File: src/design/lpt_pkg.sv
package lpt_pkg;

  // register byte offsets
  localparam logic [3:0] LPT_OFF_COUNT   = 4'h0;
  localparam logic [3:0] LPT_OFF_RELOAD  = 4'h4;
  localparam logic [3:0] LPT_OFF_CONTROL = 4'h8;
  localparam logic [3:0] LPT_OFF_STATUS  = 4'hc;
  localparam logic [3:0] LPT_OFF_MASK    = 4'h0;
  localparam int         LPT_ADDR_W      = 5;

  // control field positions
  localparam int LPT_CTL_ENABLE    = 0;
  localparam int LPT_CTL_PERIODIC  = 1;
  localparam int LPT_CTL_RUN       = 2;
  localparam int LPT_CTL_DBG_EN    = 3;
  localparam int LPT_CTL_FW_PAUSE  = 4;
  localparam int LPT_CTL_W         = 5;

  // status / mask field position
  localparam int LPT_ST_EXPIRY = 0;

  // reset values
  localparam logic [31:0]        LPT_COUNT_RST  = 32'h0000_0000;
  localparam logic [31:0]        LPT_RELOAD_RST = 32'h0000_0000;
  localparam logic [LPT_CTL_W-1:0] LPT_CTL_RST  = 5'h00;

  // ahb-lite encodings
  localparam logic [1:0] LPT_HTRANS_NONSEQ = 2'h2;
  localparam logic [1:0] LPT_HTRANS_SEQ    = 2'h3;
  localparam logic       LPT_HRESP_OKAY    = 1'b0;

  // ahb-lite request carrier
  typedef struct packed {
    logic                  hsel;
    logic [31:0]           haddr;
    logic [1:0]            htrans;
    logic                  hwrite;
    logic [2:0]            hsize;
    logic                  hready;
  } lpt_ahb_req_t;

endpackage

File: src/design/lpt_timer.sv
`timescale 1ns/1ns
// Summary of operation
// - live count readable/writable at 0x0, resets zero
// - run request loads reload, starts counting
// - reload change used only at start or periodic expiry
// - periodic mode reloads and continues at expiry
// - one-shot mode stops after expiry, no restart
// - one-shot expiry clears run request bit
// - run request with zero reload is refused
// - run request cleared stops, zeroes, no interrupt
// - firmware pause holds count, resume continues
// - debug pause enable lets halt input hold
// - enable low returns count, reload and control to default
// - expiry interrupt on 1-to-0 while counting
// - all counting logic on the slow clock
// - debug halt input shares processor halt signal
module lpt_timer
  import lpt_pkg::*;
(
  // clock and reset
  input  wire logic                mclk_i,
  input  wire logic                sys_rst_i,
  // ahb-lite slave
  input  wire lpt_pkg::lpt_ahb_req_t ahb_req_i,
  input  wire logic [31:0]         hwdata_i,
  output logic [31:0]              hrdata_o,
  output logic                     hreadyout_o,
  output logic                     hresp_o,
  // debug halt, asynchronous to mclk
  input  wire logic                debug_halt_i,
  // interrupt
  output logic                     expiry_irq_o
);
  import lpt_pkg::*;

  // clocking: everything here runs on the one slow timer clock, so the
  // register bus and the counter share a domain and need no crossing.
  // the price is that bus accesses crawl at timer speed; a fast host
  // bridge in front of this block is expected to absorb that.
  // only the debug halt pin comes from elsewhere and is synchronised.

  // bus access state
  typedef enum {LPT_IDLE, LPT_WDATA} lpt_bus_st_t;

  lpt_bus_st_t                 bus_st;
  logic [LPT_ADDR_W-1:0]       wr_addr;
  logic [31:0]                 live_count;
  logic [31:0]                 reload_value;
  logic [LPT_CTL_W-1:0]        timer_control;
  logic                        irq_status;
  logic                        irq_mask;
  logic                        halt_meta;
  logic                        halt_sync;
  logic                        addr_ph;
  logic                        wr_en;
  logic                        wr_count;
  logic                        wr_reload;
  logic                        wr_ctl;
  logic                        wr_status;
  logic                        wr_mask;
  logic                        run_set;
  logic                        run_clr;
  logic                        counting;
  logic                        paused;
  logic                        expire;
  logic                        ctl_off;
  logic [31:0]                 next_rdata;

  // word index decode shared by read and write paths
  function automatic logic is_reg(input logic [LPT_ADDR_W-1:0] a,
                                  input logic [3:0] off,
                                  input logic hi);
    is_reg = (a[4] == hi) && (a[3:0] == off);
  endfunction

  // halt comes from the debug domain; two flops before use
  always_ff @(posedge mclk_i)
  begin
    if (sys_rst_i)
    begin
      halt_meta <= 1'b0;
      halt_sync <= 1'b0;
    end
    else
    begin
      halt_meta <= debug_halt_i;
      halt_sync <= halt_meta;
    end
  end

  // accepted address phase; only whole-word transfers are expected
  assign addr_ph = ahb_req_i.hsel && ahb_req_i.hready &&
                   (ahb_req_i.htrans == LPT_HTRANS_NONSEQ ||
                    ahb_req_i.htrans == LPT_HTRANS_SEQ);

  // write data phase follows a write address phase by one cycle.
  // the address is captured at the address-phase edge and the data
  // word is applied one edge later, when hwdata stands on the bus.
  // back-to-back writes keep the machine in the data state so that
  // no write slot is lost between two consecutive transfers.
  // reads need no state: their data are registered in address phase.
  always_ff @(posedge mclk_i)
  begin
    if (sys_rst_i)
    begin
      bus_st  <= LPT_IDLE;
      wr_addr <= '0;
    end
    else
    begin
      case (bus_st)
        LPT_IDLE:
        begin
          if (addr_ph && ahb_req_i.hwrite)
          begin
            bus_st  <= LPT_WDATA;
            wr_addr <= ahb_req_i.haddr[LPT_ADDR_W-1:0];
          end
        end
        LPT_WDATA:
        begin
          if (addr_ph && ahb_req_i.hwrite)
            wr_addr <= ahb_req_i.haddr[LPT_ADDR_W-1:0];
          else
            bus_st <= LPT_IDLE;
        end
        default: bus_st <= LPT_IDLE;
      endcase
    end
  end

  assign wr_en     = (bus_st == LPT_WDATA);
  assign wr_count  = wr_en && is_reg(wr_addr, LPT_OFF_COUNT, 1'b0);
  assign wr_reload = wr_en && is_reg(wr_addr, LPT_OFF_RELOAD, 1'b0);
  assign wr_ctl    = wr_en && is_reg(wr_addr, LPT_OFF_CONTROL, 1'b0);
  assign wr_status = wr_en && is_reg(wr_addr, LPT_OFF_STATUS, 1'b0);
  assign wr_mask   = wr_en && is_reg(wr_addr, LPT_OFF_MASK, 1'b1);

  // run request edge: a one written over a zero starts a load
  assign run_set = wr_ctl && hwdata_i[LPT_CTL_RUN] &&
                   !timer_control[LPT_CTL_RUN];
  assign run_clr = wr_ctl && !hwdata_i[LPT_CTL_RUN];

  // hold conditions: firmware pause, or halt when allowed
  assign paused = timer_control[LPT_CTL_FW_PAUSE] ||
                  (timer_control[LPT_CTL_DBG_EN] && halt_sync);
  assign counting = timer_control[LPT_CTL_ENABLE] &&
                    timer_control[LPT_CTL_RUN] && !paused;
  // a count that was written to zero never expires; only 1-to-0 does
  assign expire = counting && (live_count == 32'h0000_0001);

  // disable, by a write of enable low or by enable already low; the
  // write case clears at the data-phase edge, so only a read pipelined into
  // the disabling write's data phase still sees a stale count or reload word
  assign ctl_off = !timer_control[LPT_CTL_ENABLE] ||
                   (wr_ctl && !hwdata_i[LPT_CTL_ENABLE]);

  // control register; hardware clears of run win over no-op writes.
  // priority: reset and disable first, then a software write with its
  // refusal and same-cycle expiry cases, then the hardware run clear.
  // a write that lands in the expiry cycle of a one-shot run leaves run set
  // only if it writes run and periodic high; the timer then sits stopped at zero.
  always_ff @(posedge mclk_i)
  begin
    if (sys_rst_i || (wr_ctl && !hwdata_i[LPT_CTL_ENABLE]))
      timer_control <= LPT_CTL_RST;
    else if (!timer_control[LPT_CTL_ENABLE] && !wr_ctl)
      timer_control <= LPT_CTL_RST;
    else if (wr_ctl)
    begin
      timer_control <= hwdata_i[LPT_CTL_W-1:0];
      if (run_set && reload_value == 32'h0000_0000)
        timer_control[LPT_CTL_RUN] <= 1'b0;
      else if (!run_set && hwdata_i[LPT_CTL_RUN] && expire &&
               !hwdata_i[LPT_CTL_PERIODIC])
        timer_control[LPT_CTL_RUN] <= 1'b0;
    end
    else if (expire && !timer_control[LPT_CTL_PERIODIC])
      timer_control[LPT_CTL_RUN] <= 1'b0;
  end

  // reload register; read only at start or periodic expiry.
  // a new value written while running waits in this register and is
  // only picked up by the counter at the next start or periodic reload.
  always_ff @(posedge mclk_i)
  begin
    if (sys_rst_i || ctl_off)
      reload_value <= LPT_RELOAD_RST;
    else if (wr_reload)
      reload_value <= hwdata_i;
  end

  // live counter, all on the one slow timer clock
  // priority: disable, start, stop, software write, periodic reload,
  // then the plain decrement. a refused start (zero reload) leaves the
  // count untouched, since the timer never begins in that case.
  // the count stops at zero by itself so a one-shot run cannot wrap.
  always_ff @(posedge mclk_i)
  begin
    if (sys_rst_i || ctl_off)
      live_count <= LPT_COUNT_RST;
    else if (run_set && reload_value != 32'h0000_0000)
      live_count <= reload_value;
    else if (run_clr)
      live_count <= LPT_COUNT_RST;
    else if (wr_count)
      live_count <= hwdata_i;
    else if (expire && timer_control[LPT_CTL_PERIODIC])
      live_count <= reload_value;
    else if (counting && live_count != 32'h0000_0000)
      live_count <= live_count - 32'h0000_0001;
  end

  // sticky expiry status, write one to clear; a new event wins.
  // an expiry that coincides with a stop or a count write is dropped:
  // software has just overridden the count, so the tick is not real.
  // status lives outside the timer registers and survives a disable,
  // so a pending tick is not lost when firmware shuts the timer down.
  always_ff @(posedge mclk_i)
  begin
    if (sys_rst_i)
      irq_status <= 1'b0;
    else if (expire && !(run_set || run_clr || wr_count))
      irq_status <= 1'b1;
    else if (wr_status && hwdata_i[LPT_ST_EXPIRY])
      irq_status <= 1'b0;
  end

  // interrupt mask, one means pass
  always_ff @(posedge mclk_i)
  begin
    if (sys_rst_i)
      irq_mask <= 1'b0;
    else if (wr_mask)
      irq_mask <= hwdata_i[LPT_ST_EXPIRY];
  end

  // level interrupt from a flop; a stop never raises it
  always_ff @(posedge mclk_i)
  begin
    if (sys_rst_i)
      expiry_irq_o <= 1'b0;
    else
      expiry_irq_o <= irq_status && irq_mask;
  end

  // read mux; count is a plain word, no byte latching
  // the decode uses the address phase directly; unmapped words read 0.
  // control bits above the implemented field read back as zero.
  always_comb
  begin
    next_rdata = 32'h0000_0000;
    if (is_reg(ahb_req_i.haddr[LPT_ADDR_W-1:0], LPT_OFF_COUNT, 1'b0))
      next_rdata = live_count;
    else if (is_reg(ahb_req_i.haddr[LPT_ADDR_W-1:0], LPT_OFF_RELOAD, 1'b0))
      next_rdata = reload_value;
    else if (is_reg(ahb_req_i.haddr[LPT_ADDR_W-1:0], LPT_OFF_CONTROL, 1'b0))
      next_rdata[LPT_CTL_W-1:0] = timer_control;
    else if (is_reg(ahb_req_i.haddr[LPT_ADDR_W-1:0], LPT_OFF_STATUS, 1'b0))
      next_rdata[LPT_ST_EXPIRY] = irq_status;
    else if (is_reg(ahb_req_i.haddr[LPT_ADDR_W-1:0], LPT_OFF_MASK, 1'b1))
      next_rdata[LPT_ST_EXPIRY] = irq_mask;
  end

  // read data registered in the address phase; zero wait states
  always_ff @(posedge mclk_i)
  begin
    if (sys_rst_i)
      hrdata_o <= 32'h0000_0000;
    else if (addr_ph && !ahb_req_i.hwrite)
      hrdata_o <= next_rdata;
  end

  // always ready, always okay; kept in flops so the outputs come
  // straight from registers like every other output of the block.
  // no access is ever refused, so there is no error response path.
  always_ff @(posedge mclk_i)
  begin
    if (sys_rst_i)
    begin
      hreadyout_o <= 1'b1;
      hresp_o     <= LPT_HRESP_OKAY;
    end
    else
    begin
      hreadyout_o <= 1'b1;
      hresp_o     <= LPT_HRESP_OKAY;
    end
  end

endmodule // lpt_timer

File: config.mk
export PLATFORM = sky130hd
export DESIGN_NAME = lpt_timer
export DESIGN_NICKNAME = d
export VERILOG_FILES = /design/src/design/lpt_pkg.sv /design/src/design/lpt_timer.sv
export SDC_FILE = /design/constraint.sdc
export NUM_CORES = 1
export LEC_CHECK = 0
export BUFFER_PORTS_ARGS = -buffer_cell sky130_fd_sc_hd__buf_4
export CAP_MARGIN = 20
export CORE_MARGIN = 4
export CORE_UTILIZATION = 49
export DETAILED_ROUTE_END_ITERATION = 10
export MAX_ROUTING_LAYER = met4
export PLACE_DENSITY = 0.75
export SLEW_MARGIN = 30
export SYNTH_ARGS = -nofsm -noshare
export SYNTH_HDL_FRONTEND = slang
export SYNTH_SLANG_ARGS = --single-unit
File: constraint.sdc
create_clock -name mclk_i -period 2.39 [get_ports mclk_i]
set_input_delay 0.1195 -clock mclk_i [delete_from_list [all_inputs] [get_ports mclk_i]]
set_output_delay 0.1195 -clock mclk_i [all_outputs]
set_load 0.03 [all_outputs]
# Word-level counts from Yosys, hierarchy flattened
# Cells that the tools add are included.
# totals
ff_bits,143
latchBits,0
ram_bits,0
out_inout_bits,35
elab_cells,119
inputBits,75
romBits,0
n_memories,0
# classes
n_mux,21
n_mul,0
eq_ne,13
bitwise,2
n_lt_le_gt_ge,0
div_mod_pow,0
n_shift,0
add_sub_neg,1
n_reduce_logical,70
# op_table
op,n
$mux W32,8
$eq A32 B1 Y1 const B,2
$logic_not A32 Y1,2
$pmux W32 S2,1
$reduce_bool A32 Y1,2
$logic_and A1 B1 Y1,39
$eq A32 B2 Y1 const B,1
$sub A32 B1 Y32 const B,1
$mux W27,1
$eq A4 B4 Y1 const B,4
$logic_not A1 Y1,11
$mux W1,9
$eq A4 B3 Y1 const B,2
$logic_not A4 Y1,2
$logic_or A1 B1 Y1,7
$mux W5,1
$reduce_bool A5 Y1,1
$eq A2 B2 Y1 const B,2
$mux W4,1
$ne A2 B2 Y1 const B,2
$reduce_and A2 Y1,2
$reduce_bool A2 Y1,2
$reduce_or A2 Y1,2
$not A1 Y1,2

# Depth between registers and ports, before layout
# depth
ltp_word,12
mapped_depth,10
depth_no_buf,9

# Least setup slack after synthesis
# OpenSTA, ideal clock, no wires.
# synth_path
path_type,register to register
start,register live_count[4]
end,register live_count[24]
t_required_ns,2.290
arrival_ns,2.395
path_buffers,3
path_slack_ns,-0.105
setup_ns,0.100
stages_incl_launch_ff,11
synth_period_minus_slack_ns,2.495
path_cell_list,dfxtp_1 > buf_4 > nor4_4 > nand3_1 > or4_1 > buf_4 > o21ai_4 > or3_4 > buf_6 > nor2_1 > a2111oi_4
# synth_between
elab_chain_len,7
word_cells_on_any_way,12
# synth_lines
item,line,rtl
"start, declared",lpt_timer.sv:47,logic [31:0] live_count;
"start signal, assigned",lpt_timer.sv:203,live_count <= reload_value;
"start signal, assigned",lpt_timer.sv:207,live_count <= hwdata_i;
"start signal, assigned",lpt_timer.sv:209,live_count <= reload_value;
"parallel branches: the longest is 7 deep, another holds $sub A32 B1 Y32",--,
# Parallel ways; which one is timed is not known. The select of a mux whose other input is x is not followed.
# A chain may end at the register's enable or synchronous reset.

# Worst setup path after layout
# layout_path
start,register live_count[16]
end,register live_count[0]
# layout_between
elab_chain_len,7
word_cells_on_any_way,10
# layout_lines
item,line,rtl
$eq A32 B1 Y1,lpt_timer.sv:150,assign expire = counting && (live_count == 32'h0000_0001);
$logic_and A1 B1 Y1,lpt_timer.sv:150,
$logic_and A1 B1 Y1,lpt_timer.sv:208,else if (expire && timer_control[LPT_CTL_PERIODIC])
$mux W32,lpt_timer.sv:208,
$mux W32,lpt_timer.sv:206,else if (wr_count)
$mux W32,lpt_timer.sv:204,else if (run_clr)
$mux W32,lpt_timer.sv:202,else if (run_set && reload_value != 32'h0000_0000)
# Parallel ways exist; a longest one is shown, timed or not.

==> qor.txt <==
Clk pwr share - 41.0%
fill count - 964
ANT cells - 0
Final min period - 2.503 ns
Syn Area/Cell - 8.003 um2
Reg clk slew, reported paths - 0.08 ns
RSZ-0062 raised after global routing - yes
leakage power total - 0.003181 uW
total CTS buffers - 9
FP Rows - 39
Syn Std Cell Area - 5914 um2
cells after synthesis - 739
Total Neg Setup Slack - -1.159 ns
failing checks - setup timing
area post-placement - 7476 um2
die area - 13890 um2
gr usage total - 29.83%
R2R setup slack - -0.11 ns
Max-slew headroom - 41.87%
Seq/Total Area, Yosys - 37.91%
Critical Path Sink Type - flop
# DRC - 0
CORE AREA - 11610 um2
slew at the pin closest to its max-slew limit - 0.8720 ns
post-synthesis async set-or-reset flop share - 0%
max-cap violation count - 0
1st-pass router iterations - 5
nets - 985
final worst path period share - 104.7%
commonest non-fill, non-tap cell in the layout - buf_4
Remaining Overflow, GRT - 0
Crit path required time - 2.68 ns
Crit Path Max Fanout - 4
EDFF count, synth - 0
Yosys Warn Count - 0
dominant synthesized flop cell - dfxtp_1
Worst Skew - 0.007707 ns
Slew Viols, Final - 0
Sw Pwr - 915.7 uW
syn nets - 816
HP Class - input port to flop
Synth Register Bits - 112
Hold Path End - reload_value[11]
most frequent cells in the layout - buf_4, dfxtp_1, nand2_1, nor2_1, a21oi_1
area grow syn2layout - 38.52%
Clock Path Buffers - 2
Reg2Reg Depth - 8
Final ANT Viol Nets - 0
DPL Wire Length - 14650 um
Setup CP Type - flop to flop
Pwr Total - 3667 uW
f_max - 399.6 MHz
Startpoint Class - flop
HP Start - hwdata_i[11]
Reg-to-Reg Start - live_count[16]
final setup vio count - 28
later-pin clock latency in the skew report - 0.37 ns
Inst Count DP - 1026
Die Y - 117.9 um
Pwr Density - 447.5 nW/um2
Yosys cell types - 64
final hold violations - 0
H-tree Lvls - 3
routed wire length - 20890 um
Ports - 110
initial antenna violation count - 0
final setup margin - -0.1125 ns
status - finished, violations left
Clock Root Buffer - clkbuf_16
Hold Crit Depth - 3
VDD IR max - 522.6 uV
fin cells - 1056
vias in the first global route - 6327
DR vias - 6520
Sw Share - 24.97%
first-pass GRT wire length - 32820 um
vias per cell - 6.174
worst r2r dst - live_count[0]
post-route cell area - 8193 um2
pin count of the biggest net entering global routing - 46
PortBufs - 76
CTS tree - yes
Sequential Power Share - 51.7%
Initial Util - 50.93%
number of DRC markers in iteration 0 - 557
gpl congestion - 0.9867
Gate power share - 7.3%
Sink Count - 112
wire length per cell - 19.79 um
Die Span X - 117.9 um
internal power - 2751 uW
layout cells sized above 1 - 33.63%
WP data arrival - 2.80 ns
[sequential cells by signal, summed over array words and instances, names as in the netlist]
name,flops
irq_mask,1
reload_value,32
timer_control,5
halt_meta,1
wr_addr,5
bus_st,1
irq_status,1
expiry_irq_o,1
live_count,32
hrdata_o,32
halt_sync,1
[critical path, cell delays in order, from the launching register on]
cell and delay, ns:
dfxtp_2 0.32, or3_4 0.38, or2_4 0.25, or4_4 0.57, buf_6 0.15, nor2_4 0.20
mux2i_1 0.12, a211o_1 0.29, a31oi_1 0.16
[logic make-up (layout without fill, tap and decap cells)]
family | after synthesis | in the layout | synth area share, %
other | 2 | 2 | 0.1270
AOI/OAI and AO/OA | 242 | 242 | 27.73
and+or+nand+nor | 273 | 274 | 22.42
xor gates and xnor gates | 24 | 24 | 3.554
DFF | 112 | 112 | 37.91
adders and majority gates | 2 | 2 | 0.4230
buffers and inverters | 66 | 239 | 4.696
muxes | 18 | 18 | 3.131
[power by group through the flow]
stage               combinational (uW)  clock, uW  sequential (uW)
detailed placement                 251          0             1940
global route                       284       1600             1900
CTS                                257       1520             1900
floorplan                         87.0          0             1970
finish                             266       1500             1900
global placement                   245          0             1940
[synthesized netlist by cell type, types with 2 or more instances]
master | n | share of area [%]
a31oi_1 | 14 | 1.5
nand2_1 | 103 | 6.5
or2_2 | 4 | 0.42
o2bb2ai_1 | 4 | 0.59
nor4_4 | 4 | 1.4
a22oi_1 | 45 | 5.7
or3_1 | 3 | 0.32
mux2i_1 | 14 | 2.4
o31a_1 | 2 | 0.30
xnor2_1 | 19 | 2.8
nand4_1 | 9 | 0.95
buf_2 | 5 | 0.42
ha_1 | 2 | 0.42
nor3_1 | 27 | 2.3
o31ai_1 | 5 | 0.63
nor4_1 | 20 | 2.1
dfxtp_1 | 112 | 38
xor2_1 | 5 | 0.74
or4_1 | 2 | 0.25
a311oi_1 | 2 | 0.30
buf_1 | 3 | 0.19
conb_1 | 2 | 0.13
nor2_1 | 70 | 4.4
or2_1 | 2 | 0.21
nand2b_1 | 3 | 0.32
buf_4 | 4 | 0.51
o21a_1 | 2 | 0.25
a211oi_1 | 40 | 5.1
o21ai_1 | 2 | 0.17
a32oi_1 | 4 | 0.59
nor2b_1 | 5 | 0.53
mux2_2 | 4 | 0.76
a21o_1 | 5 | 0.63
inv_1 | 5 | 0.32
o41ai_1 | 2 | 0.30
a21oi_1 | 54 | 4.6
clkbuf_1 | 47 | 3.0
o21ai_0 | 33 | 2.8
o211ai_1 | 16 | 2.0
nand3_1 | 11 | 0.93
[per-stage QoR]
step | hold slack, ns | setup slack, ns | utilization [%]
after global routing | 0.002768 | -0.1878 | 70.55
after floorplan | 0.2477 | -0.03163 | -
after CTS | 0.002910 | -0.08442 | 68.29
final | 0.007903 | -0.1125 | 70.55
after detailed placement | 0.3607 | -0.2575 | 64.37
after global placement | 0.3350 | -0.1876 | 64.37
[layout make-up]
type,instances,area [um2],share of cell area [%]
multi-input combinational,562,3701,45.17
sequential,112,2246,27.41
timing repair buffer,218,1758,21.46
clock buffer,10,239.0,2.917
tap,143,178.9,2.184
clock inverter,6,51.30,0.6261
inverter,5,18.77,0.2291
[layer usage]
layer / GRT usage, % / vias to the layer above / routed length [um]
met5: - / - / 0
met3: 6.151 / 47 / 1472
met4: 9.524 / 0 / 443
met1: 38.08 / 3115 / 8866
met2: 47.57 / 287 / 10110
li1: - / 3071 / -
[worst max-delay path by stage]
stage                startpoint             end  slack (ns)  cells past startpoint
3_3_place_gp   reload_value[19]   live_count[5]       -0.19                      9
3_5_place_dp   reload_value[19]  live_count[30]       -0.26                      9
6_report         live_count[16]   live_count[0]       -0.11                      8
4_1_cts          live_count[16]  live_count[16]       -0.08                      9
2_1_floorplan    live_count[18]  live_count[22]       -0.03                      9
5_1_grt          live_count[16]   live_count[6]       -0.19                      9
[what timing repair did]
| action | in CTS | in global routing |
|---|---|---|
| resized for setup | 20 | 58 |
| endpoints found under the setup margin | 32 | 32 |
| buffers inserted | 7 | 3 |
| pin swaps | 20 | 18 |
| hold endpoints to repair | 2 | 1 |
| hold buffers | 2 | 1 |
| cloned | 0 | 2 |
Power figures use the tool's default switching activity.
